## src/core/srs_pkg.sv

```systemverilog
// Purpose: Constants and types for the refresh scheduler
// Assumes: 100 MHz system clock, eight banks
// Notes:   Times are kept in their own units, cycle counts derived

package srs_pkg;

	// ==========================================================
	// Clock and geometry
	localparam int CLK_PERIOD_NS = 10;
	localparam int NUM_BANKS     = 8;
	localparam int BANK_W        = 3;
	localparam int SINCE_W       = 8;
	localparam int IVL_W         = 10;
	localparam int CREDIT_W      = 14;
	localparam int OWED_W        = 4;
	localparam int WIN_W         = 32;

	// ==========================================================
	// Refresh timing
	localparam int  RFC_AB_NS    = 130;
	localparam int  RFC_PB_NS    = 60;
	localparam int  REFW_COOL_MS = 32;
	localparam int  REFW_HOT_MS  = 8;
	localparam real REFI_AB_US   = 3.9;
	localparam real REFI_PB_US   = 0.4875;
	localparam real REFBW_US     = 4.16;
	localparam int  BURST_MAX    = 8;

	localparam logic [SINCE_W-1:0] RFC_AB_CYC =
		SINCE_W'((RFC_AB_NS + CLK_PERIOD_NS - 1) / CLK_PERIOD_NS);
	localparam logic [SINCE_W-1:0] RFC_PB_CYC =
		SINCE_W'((RFC_PB_NS + CLK_PERIOD_NS - 1) / CLK_PERIOD_NS);
	localparam int REFBW_CYC = int'(REFBW_US * 1000.0) / CLK_PERIOD_NS;
	// One extra cycle so a ninth refresh can never share a closed window
	localparam logic [SINCE_W-1:0] BURST_GAP_CYC = SINCE_W'(REFBW_CYC / BURST_MAX + 1);

	localparam int REFW_COOL_CYC = REFW_COOL_MS * 1000000 / CLK_PERIOD_NS;
	localparam int REFW_HOT_CYC  = REFW_HOT_MS * 1000000 / CLK_PERIOD_NS;

	localparam logic [CREDIT_W-1:0] REF_COUNT = 14'h2000;

	localparam logic [IVL_W-1:0] REFI_AB_COOL_CYC =
		IVL_W'(int'(REFI_AB_US * 1000.0) / CLK_PERIOD_NS);
	localparam logic [IVL_W-1:0] REFI_PB_COOL_CYC =
		IVL_W'(int'(REFI_PB_US * 1000.0) / CLK_PERIOD_NS);
	localparam logic [IVL_W-1:0] REFI_AB_HOT_CYC =
		IVL_W'(REFW_HOT_MS * 1000000 / 8192 / CLK_PERIOD_NS);
	localparam logic [IVL_W-1:0] REFI_PB_HOT_CYC =
		IVL_W'(REFW_HOT_MS * 1000000 / 8192 / NUM_BANKS / CLK_PERIOD_NS);

	localparam logic [OWED_W-1:0] OWED_MAX = 4'h8;

	// ==========================================================
	// Temperature and command encoding
	localparam logic [2:0] TEMP_RATE_NOMINAL = 3'h3;
	localparam int         CA_SCOPE_BIT      = 3;
	localparam logic [3:0] CA_REF_AB         = 4'hC;
	localparam logic [3:0] CA_REF_PB         = 4'h4;
	localparam logic [3:0] CA_IDLE           = 4'h0;
	localparam logic [BANK_W-1:0] LAST_BANK  = 3'h7;

	// ==========================================================
	// Types
	typedef enum logic [2:0] {
		PH_DIST  = 3'b001,
		PH_BURST = 3'b010,
		PH_PAUSE = 3'b100
	} srs_phase_t;

	typedef struct packed {
		logic       cs_n;
		logic [3:0] ca;
	} srs_cmd_t;

	typedef struct packed {
		logic              valid;
		logic [BANK_W-1:0] bank;
	} srs_act_t;

	typedef struct packed {
		logic              valid;
		logic              all;
		logic [BANK_W-1:0] bank;
	} srs_pre_t;

endpackage

```

## src/core/srs_since.sv

```systemverilog
// Purpose: Saturating cycles-since-event counter
// Assumes: Event pulse from same-clock logic
// Notes:   Reads 1 in the cycle after the event, N after N cycles
`timescale 1ns/1ps
`default_nettype none

module srs_since #(
	parameter int WIDTH = 8
) (
	input  wire logic             clk_sys_i,
	input  wire logic             reset_i,
	input  wire logic             clear_i,
	output logic [WIDTH-1:0]      count_o
);

	logic [WIDTH-1:0] count_reg;

	// Saturated after reset so nothing is blocked at start
	always_ff @(posedge clk_sys_i)
	begin
		if (reset_i)
			count_reg <= '1;
		else if (clear_i)
			count_reg <= WIDTH'(1);
		else if (count_reg != '1)
			count_reg <= count_reg + WIDTH'(1);
	end

	assign count_o = count_reg;

endmodule

`default_nettype wire

```

## src/core/srs_refresh_scheduler.sv

```systemverilog
// Purpose: Refresh scheduler issuing refresh commands and gating activates
// Assumes: Requests, precharges and self refresh level come from same-clock logic
// Notes:   Activate commands themselves are driven by the user after a grant
`timescale 1ns/1ps
`default_nettype none

module srs_refresh_scheduler #(
	parameter int WIN_COOL_CYC  = srs_pkg::REFW_COOL_CYC,
	parameter int WIN_HOT_CYC   = srs_pkg::REFW_HOT_CYC,
	parameter int ACT_TO_ACT_NS = 10
) (
	input  wire logic                          clk_sys_i,
	input  wire logic                          reset_i,
	input  wire logic [2:0]                    temp_rate_i,
	input  wire logic                          burst_mode_i,
	input  wire logic                          per_bank_mode_i,
	input  wire logic                          sr_active_i,
	input  wire srs_pkg::srs_act_t             act_req_i,
	output logic                               act_grant_o,
	input  wire srs_pkg::srs_pre_t             pre_i,
	output logic                               sr_ok_o,
	output srs_pkg::srs_cmd_t                  cmd_o,
	output logic [srs_pkg::BANK_W-1:0]         pb_target_o,
	output logic                               in_pause_o,
	output logic                               deficit_o
);

	localparam logic [srs_pkg::SINCE_W-1:0] RRD_CNT = srs_pkg::SINCE_W'(
		(ACT_TO_ACT_NS + srs_pkg::CLK_PERIOD_NS - 1) / srs_pkg::CLK_PERIOD_NS);

	// ==========================================================
	// Separation trackers
	logic [srs_pkg::SINCE_W-1:0] since_ab;
	logic [srs_pkg::SINCE_W-1:0] since_pb;
	logic [srs_pkg::SINCE_W-1:0] since_act;
	logic                        ref_ab;
	logic                        ref_pb;
	logic                        act_go;

	srs_since #(.WIDTH(srs_pkg::SINCE_W)) u_since_ab (
		.clk_sys_i (clk_sys_i),
		.reset_i   (reset_i),
		.clear_i   (ref_ab),
		.count_o   (since_ab)
	);

	srs_since #(.WIDTH(srs_pkg::SINCE_W)) u_since_pb (
		.clk_sys_i (clk_sys_i),
		.reset_i   (reset_i),
		.clear_i   (ref_pb),
		.count_o   (since_pb)
	);

	srs_since #(.WIDTH(srs_pkg::SINCE_W)) u_since_act (
		.clk_sys_i (clk_sys_i),
		.reset_i   (reset_i),
		.clear_i   (act_go),
		.count_o   (since_act)
	);

	// ==========================================================
	// Bank open state
	logic [srs_pkg::NUM_BANKS-1:0] bank_open_reg;

	genvar gb;
	generate
		for (gb = 0; gb < srs_pkg::NUM_BANKS; gb++)
		begin : g_bank
			// Activate wins over a same-cycle precharge of the bank
			always_ff @(posedge clk_sys_i)
			begin
				if (reset_i)
					bank_open_reg[gb] <= 1'b0;
				else if (act_go && act_req_i.bank == srs_pkg::BANK_W'(gb))
					bank_open_reg[gb] <= 1'b1;
				else if (pre_i.valid && (pre_i.all || pre_i.bank == srs_pkg::BANK_W'(gb)))
					bank_open_reg[gb] <= 1'b0;
			end
		end
	endgenerate

	// ==========================================================
	// Interval and window timing
	logic                      hot;
	logic [srs_pkg::IVL_W-1:0] ivl_len;
	logic [srs_pkg::IVL_W-1:0] ivl_reg;
	logic                      tick;
	logic [srs_pkg::WIN_W-1:0] win_len;
	logic [srs_pkg::WIN_W-1:0] win_reg;
	logic                      win_end;
	logic                      win_restart;
	logic                      sr_prev_reg;
	logic                      sr_exit;

	assign hot = temp_rate_i > srs_pkg::TEMP_RATE_NOMINAL;
	assign win_len = hot ? srs_pkg::WIN_W'(WIN_HOT_CYC) : srs_pkg::WIN_W'(WIN_COOL_CYC);
	assign ivl_len = per_bank_mode_i ?
		(hot ? srs_pkg::REFI_PB_HOT_CYC : srs_pkg::REFI_PB_COOL_CYC) :
		(hot ? srs_pkg::REFI_AB_HOT_CYC : srs_pkg::REFI_AB_COOL_CYC);
	// Compare with >= so a shorter hot interval takes effect at once
	assign tick    = ivl_reg >= ivl_len - srs_pkg::IVL_W'(1);
	assign win_end = win_reg >= win_len - srs_pkg::WIN_W'(1);
	assign sr_exit = sr_prev_reg && !sr_active_i;

	always_ff @(posedge clk_sys_i)
	begin
		if (reset_i)
			ivl_reg <= '0;
		else
			ivl_reg <= tick ? '0 : ivl_reg + srs_pkg::IVL_W'(1);
	end

	always_ff @(posedge clk_sys_i)
	begin
		if (reset_i || win_restart || win_end)
			win_reg <= '0;
		else
			win_reg <= win_reg + srs_pkg::WIN_W'(1);
	end

	always_ff @(posedge clk_sys_i)
	begin
		if (reset_i)
			sr_prev_reg <= 1'b0;
		else
			sr_prev_reg <= sr_active_i;
	end

	// ==========================================================
	// Pattern phase
	srs_pkg::srs_phase_t          phase_reg;
	logic [srs_pkg::CREDIT_W-1:0] burst_left_reg;
	logic [srs_pkg::OWED_W-1:0]   owed_reg;
	logic                         pause_fresh_reg;

	assign win_restart = (phase_reg == srs_pkg::PH_DIST) && burst_mode_i && !sr_active_i;

	always_ff @(posedge clk_sys_i)
	begin
		if (reset_i)
			phase_reg <= srs_pkg::PH_DIST;
		else
			case (phase_reg)
				srs_pkg::PH_DIST:
					if (win_restart)
						phase_reg <= srs_pkg::PH_BURST;
				srs_pkg::PH_BURST:
					if (burst_left_reg == '0)
						phase_reg <= burst_mode_i ? srs_pkg::PH_PAUSE : srs_pkg::PH_DIST;
				srs_pkg::PH_PAUSE:
					// Leaving the pause for distributed would starve windows
					if (win_end || sr_exit)
						phase_reg <= srs_pkg::PH_BURST;
				default:
					phase_reg <= srs_pkg::PH_DIST;
			endcase
	end

	always_ff @(posedge clk_sys_i)
	begin
		if (reset_i)
			burst_left_reg <= '0;
		else if (win_restart || (phase_reg == srs_pkg::PH_PAUSE && (win_end || sr_exit)))
			burst_left_reg <= srs_pkg::REF_COUNT;
		else if (ref_ab && phase_reg == srs_pkg::PH_BURST)
			burst_left_reg <= burst_left_reg - srs_pkg::CREDIT_W'(1);
	end

	always_ff @(posedge clk_sys_i)
	begin
		if (reset_i)
			pause_fresh_reg <= 1'b0;
		else if (phase_reg == srs_pkg::PH_BURST && burst_left_reg == '0)
			pause_fresh_reg <= 1'b1;
		else if (tick || sr_active_i)
			pause_fresh_reg <= 1'b0;
	end

	// Owed refreshes of the distributed pattern, postponement capped
	always_ff @(posedge clk_sys_i)
	begin
		if (reset_i || phase_reg != srs_pkg::PH_DIST)
			owed_reg <= '0;
		else if (tick && !sr_active_i && owed_reg != srs_pkg::OWED_MAX && !(ref_ab || ref_pb))
			owed_reg <= owed_reg + srs_pkg::OWED_W'(1);
		else if ((ref_ab || ref_pb) && !(tick && !sr_active_i))
			owed_reg <= owed_reg - srs_pkg::OWED_W'(1);
	end

	// ==========================================================
	// Issue decisions
	logic [srs_pkg::BANK_W-1:0] ptr_reg;
	logic [srs_pkg::BANK_W-1:0] pb_bank_reg;
	logic                       want_ab;
	logic                       want_pb;
	logic                       timers_ok;

	assign timers_ok = since_ab >= srs_pkg::RFC_AB_CYC && since_pb >= srs_pkg::RFC_PB_CYC;
	assign want_ab = !sr_active_i && !sr_exit && since_ab >= srs_pkg::BURST_GAP_CYC &&
		((phase_reg == srs_pkg::PH_DIST && owed_reg != '0 && !per_bank_mode_i) ||
		 (phase_reg == srs_pkg::PH_BURST && burst_left_reg != '0));
	assign want_pb = !sr_active_i && !sr_exit && phase_reg == srs_pkg::PH_DIST &&
		owed_reg != '0 && per_bank_mode_i;
	assign ref_ab = want_ab && timers_ok && bank_open_reg == '0;
	assign ref_pb = want_pb && timers_ok && since_act >= RRD_CNT &&
		!bank_open_reg[ptr_reg];
	// A pending refresh holds off new activates so banks drain
	assign act_go = act_req_i.valid && !sr_active_i && !want_ab && !want_pb &&
		!bank_open_reg[act_req_i.bank] && since_ab >= srs_pkg::RFC_AB_CYC &&
		since_act >= RRD_CNT &&
		(act_req_i.bank == pb_bank_reg ? since_pb >= srs_pkg::RFC_PB_CYC :
		 since_pb >= RRD_CNT);
	assign act_grant_o = act_go;

	always_ff @(posedge clk_sys_i)
	begin
		if (reset_i || ref_ab || sr_exit)
			ptr_reg <= '0;
		else if (ref_pb)
			ptr_reg <= ptr_reg + srs_pkg::BANK_W'(1);
	end

	always_ff @(posedge clk_sys_i)
	begin
		if (reset_i)
			pb_bank_reg <= '0;
		else if (ref_pb)
			pb_bank_reg <= ptr_reg;
	end

	always_ff @(posedge clk_sys_i)
	begin
		if (reset_i)
			cmd_o <= '{cs_n: 1'b1, ca: srs_pkg::CA_IDLE};
		else if (ref_ab)
			cmd_o <= '{cs_n: 1'b0, ca: srs_pkg::CA_REF_AB};
		else if (ref_pb)
			cmd_o <= '{cs_n: 1'b0, ca: srs_pkg::CA_REF_PB};
		else
			cmd_o <= '{cs_n: 1'b1, ca: srs_pkg::CA_IDLE};
	end

	assign pb_target_o = ptr_reg;
	assign in_pause_o  = phase_reg == srs_pkg::PH_PAUSE;
	assign sr_ok_o = !want_ab && !want_pb && bank_open_reg == '0 && timers_ok &&
		(phase_reg == srs_pkg::PH_DIST || (phase_reg == srs_pkg::PH_PAUSE && pause_fresh_reg));

	// ==========================================================
	// Refresh credit per window
	logic [srs_pkg::CREDIT_W-1:0] credit_reg;
	logic                         credit_inc;

	// Partial self refresh interval credited at exit, i.e. rounded up
	assign credit_inc = ref_ab || (ref_pb && ptr_reg == srs_pkg::LAST_BANK) ||
		(sr_active_i && tick) || sr_exit;

	always_ff @(posedge clk_sys_i)
	begin
		if (reset_i)
			credit_reg <= '0;
		else if (win_end || win_restart)
			credit_reg <= srs_pkg::CREDIT_W'(credit_inc);
		else if (credit_inc && credit_reg != '1)
			credit_reg <= credit_reg + srs_pkg::CREDIT_W'(1);
	end

	always_ff @(posedge clk_sys_i)
	begin
		if (reset_i)
			deficit_o <= 1'b0;
		else if (win_end)
			deficit_o <= credit_reg < srs_pkg::REF_COUNT;
	end
endmodule

`default_nettype wire

```

## config.mk

```make
export PLATFORM = sky130hd
export DESIGN_NAME = srs_refresh_scheduler
export DESIGN_NICKNAME = d
export VERILOG_FILES = /design/src/core/srs_pkg.sv /design/src/core/srs_since.sv /design/src/core/srs_refresh_scheduler.sv
export SDC_FILE = /design/constraint.sdc
export NUM_CORES = 1
export LEC_CHECK = 0
export BUFFER_PORTS_ARGS = -buffer_cell sky130_fd_sc_hd__buf_4
export CAP_MARGIN = 20
export CORE_ASPECT_RATIO = 1.25
export CORE_UTILIZATION = 28
export CTS_BUF_LIST = sky130_fd_sc_hd__clkbuf_2 sky130_fd_sc_hd__clkbuf_4 sky130_fd_sc_hd__clkbuf_8
export CTS_CLUSTER_SIZE = 25
export DETAILED_ROUTE_END_ITERATION = 12
export GPL_ROUTABILITY_DRIVEN = 1
export PLACE_DENSITY_LB_ADDON = 0.3
export SKIP_CTS_REPAIR_TIMING = 1
export SLEW_MARGIN = 5
export SYNTH_ARGS = -nofsm -noshare
export SYNTH_HDL_FRONTEND = slang
export SYNTH_SLANG_ARGS = --single-unit
```

## constraint.sdc

```tcl
create_clock -name clk_sys_i -period 3.8 [get_ports clk_sys_i]
set_clock_uncertainty 0.05 [all_clocks]
set_input_delay 0.38 -clock clk_sys_i [delete_from_list [all_inputs] [get_ports clk_sys_i]]
set_output_delay 0.38 -clock clk_sys_i [all_outputs]
set_load 0.005 [all_outputs]
```

Word-level counts from Yosys, hierarchy flattened
Index checks and enable logic that the tools add are counted.
{"block": "totals", "regBits": 123, "latchBits": 0, "mem_bits_rw": 0, "mem_bits_ro": 0, "in_bits": 17, "out_inout_bits": 12, "word_cells": 243, "memories": 0}
{"block": "op_classes", "n_addsub": 12, "mul": 0, "div": 0, "magnitude_cmp": 11, "n_eq_ne": 28, "shifts": 0, "muxes": 46, "bitwise_logic": 0, "reduce_logical": 116}
{"op": "$logic_and 1x1->1", "n": 56}
{"op": "$mux 8", "n": 6}
{"op": "$add 32x1->32 const B", "n": 1}
{"op": "$ge 32x32->1", "n": 1}
{"op": "$eq 3x3->1 const B", "n": 10}
{"op": "$reduce_bool 2->1", "n": 15}
{"op": "$mux 14", "n": 2}
{"op": "$add 8x1->8 const B", "n": 3}
{"op": "$ne 8x8->1 const B", "n": 3}
{"op": "$logic_or 1x1->1", "n": 23}
{"op": "$mux 1", "n": 23}
{"op": "$sub 22x1->23 const B", "n": 1}
{"op": "$mux 22", "n": 1}
{"op": "$mux 9", "n": 2}
{"op": "$ge 8x1->1 const B", "n": 2}
{"op": "$eq 3x2->1 const B", "n": 5}
{"op": "$add 14x1->14 const B", "n": 1}
{"op": "$logic_not 14->1", "n": 1}
{"op": "$lt 14x14->1 const B", "n": 1}
{"op": "$ne 14x14->1 const B", "n": 1}
{"op": "$reduce_bool 14->1", "n": 1}
{"op": "$sub 14x1->14 const B", "n": 1}
{"op": "$mux 3", "n": 4}
{"op": "$reduce_or 2->1", "n": 6}
{"op": "other kinds (27)", "n": 43}

Logic depth before layout (Yosys ltp)
{"block": "logic_depth", "depth_word": 17, "depth_mapped": 17, "depth_no_buf": 17}

Modules after synthesis
From an unflattened synthesis, not the netlist that was laid out.
{"block": "unflattened", "cells_unflattened": 718, "hier_area_um2": 6436.2}
{"mod": "srs_refresh_scheduler", "instances": 1, "cells_each": 583, "area_each_um2": 5220.0}
{"mod": "srs_since", "instances": 3, "cells_each": 45, "area_each_um2": 405.4}

Worst setup path after synthesis
OpenSTA, ideal clock, no wires.
{"block": "synth_path", "kind": "input to register", "startpoint": "input temp_rate_i[2]", "endpoint": "register owed_reg[3] in the netlist's numbering", "setup_time_ps": 86, "arrival_time_ps": 3568, "required_time_ps": 3664, "path_slack_ps": 97, "stages": 16, "n_path_buf": 0, "cell_sequence": "inv_1 > ha_1 > xnor2_1 > ha_1 > a41oi_1 > nor3_1 > o21ai_0 > nor4_2 > inv_1 > ha_1 > a21o_1 > a21oi_1 > nor2_1 > nor4b_1 > a21o_1 > a211oi_1"}
{"block": "synth_via", "elab_chain_len": 9, "elab_cells_between_ends": 13, "classes_between": "add/sub (1); order compare (2); mux (4); reduce/logical (6)"}
{"item": "start: declaration", "line_no": "srs_refresh_scheduler.sv:14", "source": "input wire logic [2:0] temp_rate_i,"}
{"item": "$gt 3x2->1 (*)", "line_no": "srs_refresh_scheduler.sv:95", "source": "assign hot = temp_rate_i > srs_pkg::TEMP_RATE_NOMINAL;"}
{"item": "$mux 9 or $mux 6 (tied branches)", "line_no": "srs_refresh_scheduler.sv:99, srs_refresh_scheduler.sv:98"}
{"item": "$mux 9 (*)", "line_no": "srs_refresh_scheduler.sv:97", "source": "assign ivl_len = per_bank_mode_i ?"}
{"item": "$sub 9x1->10 (*)", "line_no": "srs_refresh_scheduler.sv:101", "source": "assign tick = ivl_reg >= ivl_len - srs_pkg::IVL_W'(1);"}
{"item": "$ge 10x10->1 (*)", "line_no": "srs_refresh_scheduler.sv:101"}
{"item": "$logic_and 1x1->1 (*)", "line_no": "srs_refresh_scheduler.sv:184, srs_refresh_scheduler.sv:186"}
{"item": "$logic_and 1x1->1 or $logic_not 1->1 (tied branches)", "line_no": "srs_refresh_scheduler.sv:184, srs_refresh_scheduler.sv:186"}
{"item": "$logic_and 1x1->1 (on tied branches)", "line_no": "srs_refresh_scheduler.sv:184, srs_refresh_scheduler.sv:186"}
{"item": "$mux 4 or $reduce_bool 2->1 (tied branches)"}
{"item": "end signal: assignment", "line_no": "srs_refresh_scheduler.sv:185", "source": "owed_reg <= owed_reg + srs_pkg::OWED_W'(1);"}
{"item": "end signal: assignment", "line_no": "srs_refresh_scheduler.sv:187", "source": "owed_reg <= owed_reg - srs_pkg::OWED_W'(1);"}
{"item": "end: declaration", "line_no": "srs_refresh_scheduler.sv:133", "source": "logic [srs_pkg::OWED_W-1:0] owed_reg;"}
Mark *: on every way between the ends. The rest lies on a longest branch, timed or not.
A chain may end at the register's enable or synchronous reset.

Worst setup path in the final report
{"block": "layout_path", "startpoint": "register u_since_pb.count_reg[3], in the netlist u_since_pb.count_o[3]", "endpoint": "register owed_reg[3] in the netlist's numbering"}
{"block": "layout_via", "elab_chain_len": 9, "elab_cells_between_ends": 13, "classes_between": "order compare (1); mux (1); reduce/logical (11)"}
{"item": "start: declaration", "line_no": "srs_since.sv:16", "source": "logic [WIDTH-1:0] count_reg;"}
{"item": "start signal: assignment", "line_no": "srs_since.sv:26", "source": "count_reg <= count_reg + WIDTH'(1);"}
{"item": "$ge 8x3->1 (*)", "line_no": "srs_refresh_scheduler.sv:198", "source": "assign timers_ok = since_ab >= srs_pkg::RFC_AB_CYC && since_pb >= srs_pkg::RFC_PB_CYC;"}
{"item": "$logic_and 1x1->1 (*)", "line_no": "srs_refresh_scheduler.sv:198"}
{"item": "$logic_and 1x1->1 (3 in series)", "line_no": "srs_refresh_scheduler.sv:205", "source": "assign ref_pb = want_pb && timers_ok && since_act >= RRD_CNT &&"}
{"item": "$logic_or 1x1->1 (*)", "line_no": "srs_refresh_scheduler.sv:184, srs_refresh_scheduler.sv:186"}
{"item": "$logic_not 1->1", "line_no": "srs_refresh_scheduler.sv:184", "source": "else if (tick && !sr_active_i && owed_reg != srs_pkg::OWED_MAX && !(ref_ab || ref_pb))"}
{"item": "$logic_and 1x1->1", "line_no": "srs_refresh_scheduler.sv:184"}
{"item": "$mux 4 or $reduce_bool 2->1 (tied branches)"}
Marked as above.

==> summary.json <==
{
  "total_leakage_power": {"value": 2.874, "unit": "nW"},
  "outcome": {"value": "completed"},
  "grt_pass1_vias": {"value": 4897},
  "viasPerCell": {"value": 4.828},
  "min_path_type": {"value": "primary input to register"},
  "min_delay_worst_endpoint": {"value": "bank_open_reg[7]"},
  "n_fill_cell": {"value": 2370},
  "detail_route.first_pass.iterations": {"value": 4},
  "detail_route.drc_violations": {"value": 0},
  "global_route.usage.total": {"value": 12.17, "unit": "%"},
  "io_buffers": {"value": 24},
  "core_footprint": {"value": 22290, "unit": "µm²"},
  "number_of_flip_flops_under_the_largest_register_name": {"value": 32},
  "worst-path-max-fanout": {"value": 8},
  "synth_top_area_share": {"value": 37.94, "unit": "%"},
  "drt_iter0_drcs": {"value": 220},
  "dieHeight": {"value": 170.8, "unit": "µm"},
  "period_minus_slack": {"value": 3.334, "unit": "ns"},
  "timing.critical_path.max_delay_family": {"value": "simple AND/OR/NAND/NOR gates"},
  "syn_area": {"value": 6385, "unit": "µm²"},
  "clock-root-buffer": {"value": "sky130_fd_sc_hd__clkbuf_8"},
  "max-slew-margin-rel": {"value": 47.73, "unit": "%"},
  "power-per-cell-area": {"value": 443.2, "unit": "nW/µm²"},
  "ff2ff_path_depth": {"value": 13},
  "floorplan.io_pins": {"value": 29},
  "postSynthCellCount": {"value": 716},
  "finalSetupViolCount": {"value": 0},
  "fin_cells": {"value": 1059},
  "crit_chain": {"value": "or4_1 > or3b_4 > nand4b_2 > nor2_1 > nor4_2 > inv_1 > buf_4 > ha_1 > a21oi_1 > buf_4 > nor4_1 > a211oi_1 > a211oi_1"},
  "antenna_violating_nets_post_route": {"value": 0},
  "insertion_delay": {"value": 0.44, "unit": "ns"},
  "ir_worst_vdd": {"value": 0.1985, "unit": "mV"},
  "synth_edf_count": {"value": 0},
  "crit_required": {"value": 4.10, "unit": "ns"},
  "final_layout_size_suffix_gt1_share": {"value": 12.11, "unit": "%"},
  "worst-path-buf-inv": {"value": 3},
  "vias": {"value": 5113},
  "cp_capture_type": {"value": "register"},
  "post-route-period-util": {"value": 87.73, "unit": "%"},
  "timing.final.max_slew_violations": {"value": 0},
  "hold_fails_final_rpt": {"value": 0},
  "worstSetupStartpointType": {"value": "register"},
  "netlist-cell-type-count": {"value": 70},
  "holdCritStartpoint": {"value": "act_req_i[2]"},
  "synth_most_common_cell": {"value": "sky130_fd_sc_hd__dfxtp_1"},
  "cts_sinks": {"value": 121},
  "hpwl_reported_at_the_end_of_detailed_placement": {"value": 9.382, "unit": "mm"},
  "total_length_of_routed_wires": {"value": 13.09, "unit": "mm"},
  "grt_first_pass_wirelength": {"value": 22.69, "unit": "mm"},
  "maximum_clock_frequency": {"value": 300.0, "unit": "MHz"},
  "antenna_found_initial": {"value": 0},
  "synth_top_cells_by_area": {"value": "sky130_fd_sc_hd__dfxtp_1 (38%), sky130_fd_sc_hd__ha_1 (8.6%), sky130_fd_sc_hd__xor2_1 (5.6%)"},
  "final_nets": {"value": 825},
  "worstReg2RegStart": {"value": "u_since_pb.count_o[3]"},
  "cp.arrival": {"value": 3.64, "unit": "ns"},
  "whs_path_depth": {"value": 3},
  "tightestPinTransition": {"value": 0.7824, "unit": "ns"},
  "worst_path_max_delay_cell": {"value": "sky130_fd_sc_hd__or4_1"},
  "clk_slew_on_worst_s_h_paths": {"value": 0.08, "unit": "ns"},
  "top_cells_by_count_synth": {"value": "sky130_fd_sc_hd__dfxtp_1 (121), sky130_fd_sc_hd__nor2_1 (91), sky130_fd_sc_hd__ha_1 (44)"},
  "grt-ovfl-total": {"value": 0},
  "die_area": {"value": 23410, "unit": "µm²"},
  "tritoncts_buffer_count": {"value": 17},
  "timing.rr.end": {"value": "owed_reg[3]"},
  "placedInstanceArea": {"value": 6968, "unit": "µm²"},
  "row_count": {"value": 61},
  "tritoncts_clock_tree": {"value": "yes"},
  "place.detailed.instances": {"value": 1027},
  "summed_negative_setup_slack_over_all_endpoints": {"value": 0, "unit": "ns"},
  "netlist.top_cell.by_area": {"value": "sky130_fd_sc_hd__dfxtp_1"},
  "postLayoutCellArea": {"value": 7342, "unit": "µm²"},
  "area_growth": {"value": 14.99, "unit": "%"},
  "synthesis.yosys.warnings": {"value": 0},
  "unrepaired_setup_endpoints_after_global_routing": {"value": "false"},
  "drv.max_cap_violation_count": {"value": 0},
  "yosys_register_bits": {"value": 121},
  "report.power.total": {"value": 0.003254, "unit": "W"},
  "die_x": {"value": 137.1, "unit": "µm"},
  "gp_routability_congestion": {"value": 0.7650},
  "initial_utilization": {"value": 28.65, "unit": "%"},
  "postSynthAreaPerCell": {"value": 8.917, "unit": "µm²"},
  "share_of_synthesized_flip_flops_with_an_asynchronous_set_or_reset": {"value": 0, "unit": "%"},
  "setup.reg_to_reg.worst_slack": {"value": 0.47, "unit": "ns"},
  "ys_dominant_reg_cell": {"value": "sky130_fd_sc_hd__dfxtp_1"},
  "grt_max_degree": {"value": 51},
  "wl_per_cell": {"value": 12.36, "unit": "µm"},
  "antenna_cells": {"value": 0},
  "clk_path_buf_depth": {"value": 2},
  "htreeDepth": {"value": 4},
  "crit_path_max_incr_delay": {"value": 0.55, "unit": "ns"},
  "worst-setup-path-type": {"value": "register to register"},
  "seq_area_frac_synth": {"value": 37.94, "unit": "%"}
}
[per-layer routing]
metal	up-vias	routed length [µm]	global-route usage [%]	share of wire, %
met3	11	350	2.993	2.7
met5	-	0	0	0
met1	2400	6336	15.00	48
met4	0	138	4.157	1.1
met2	54	6262	20.44	48
li1	2648	-	-	-
[tightest hold or removal path, stage by stage]
cell and delay (ns):
sky130_fd_sc_hd__buf_4 0.14, sky130_fd_sc_hd__nand4_1 0.07, sky130_fd_sc_hd__a21oi_1 0.06
[through the flow]
stage / worst slack [ns] / util (%) / hold slack (ns)
after floorplan: 0.09659 / - / 0.3872
after global placement: 0.1651 / 31.27 / 0.4059
after detailed placement: 0.1268 / 31.27 / 0.4109
after CTS: 0.4603 / 32.94 / 0.1723
after global routing: 0.1804 / 32.94 / 0.2140
final: 0.4663 / 32.94 / 0.2074
[cell families (layout without fill, tap and decap cells)]
family | count (synthesis) | after routing | share of synthesized area (%)
AOI/OAI and AO/OA | 139 | 139 | 14.54
xor gates and xnor gates | 60 | 60 | 8.230
adders and majority gates | 45 | 45 | 8.936
buffers and inverters | 52 | 102 | 3.469
DFF | 121 | 121 | 37.94
muxes | 9 | 9 | 2.214
other | 2 | 12 | 0.1176
and+or+nand+nor | 288 | 288 | 24.55
[placed cells by master (no fill, tap or decap), types with 9 or more instances in the layout]
cell | Yosys | routed
sky130_fd_sc_hd__a21oi_1 | 31 | 31
sky130_fd_sc_hd__and3_1 | 13 | 13
sky130_fd_sc_hd__buf_4 | 3 | 40
sky130_fd_sc_hd__clkbuf_8 | 0 | 17
sky130_fd_sc_hd__conb_1 | 2 | 12
sky130_fd_sc_hd__dfxtp_1 | 121 | 121
sky130_fd_sc_hd__ha_1 | 44 | 44
sky130_fd_sc_hd__inv_1 | 30 | 30
sky130_fd_sc_hd__nand2_1 | 32 | 32
sky130_fd_sc_hd__nand3_1 | 37 | 37
sky130_fd_sc_hd__nand4_1 | 18 | 18
sky130_fd_sc_hd__nor2_1 | 91 | 91
sky130_fd_sc_hd__nor3_1 | 15 | 15
sky130_fd_sc_hd__o21ai_0 | 32 | 32
sky130_fd_sc_hd__o21ai_1 | 9 | 9
sky130_fd_sc_hd__o21bai_1 | 22 | 22
sky130_fd_sc_hd__or3_1 | 18 | 18
sky130_fd_sc_hd__xnor2_1 | 19 | 19
sky130_fd_sc_hd__xor2_1 | 41 | 41
[report_power, final]
part,internal [W],switching (W),total [W]
Sequential,0.00138,0.000122,0.00150
Clock,0.000528,0.000575,0.00110
Combinational,0.000299,0.000355,0.000654
Total,0.00220,0.00105,0.00325
[final cells by class]
type | instances | area (µm²) | share of cell area [%]
clock buffer | 17 | 234.0 | 3.187
multi-input combinational | 553 | 3779 | 51.47
tap | 283 | 354.1 | 4.823
timing repair buffer | 40 | 300.3 | 4.090
clock inverter | 15 | 140.1 | 1.909
sequential | 121 | 2422 | 32.99
inverter | 30 | 112.6 | 1.534
[worst max path at each step]
stage / from / to / depth (start not counted)
floorplan: temp_rate_i[2] / owed_reg[3] / 16
global placement: temp_rate_i[2] / owed_reg[3] / 18
detailed placement: per_bank_mode_i / owed_reg[3] / 18
CTS: u_since_pb.count_o[3] / owed_reg[3] / 13
global route: u_since_pb.count_o[3] / owed_reg[3] / 13
finish: u_since_pb.count_o[3] / owed_reg[3] / 13
No activity file was read; power rests on OpenSTA's default activity.
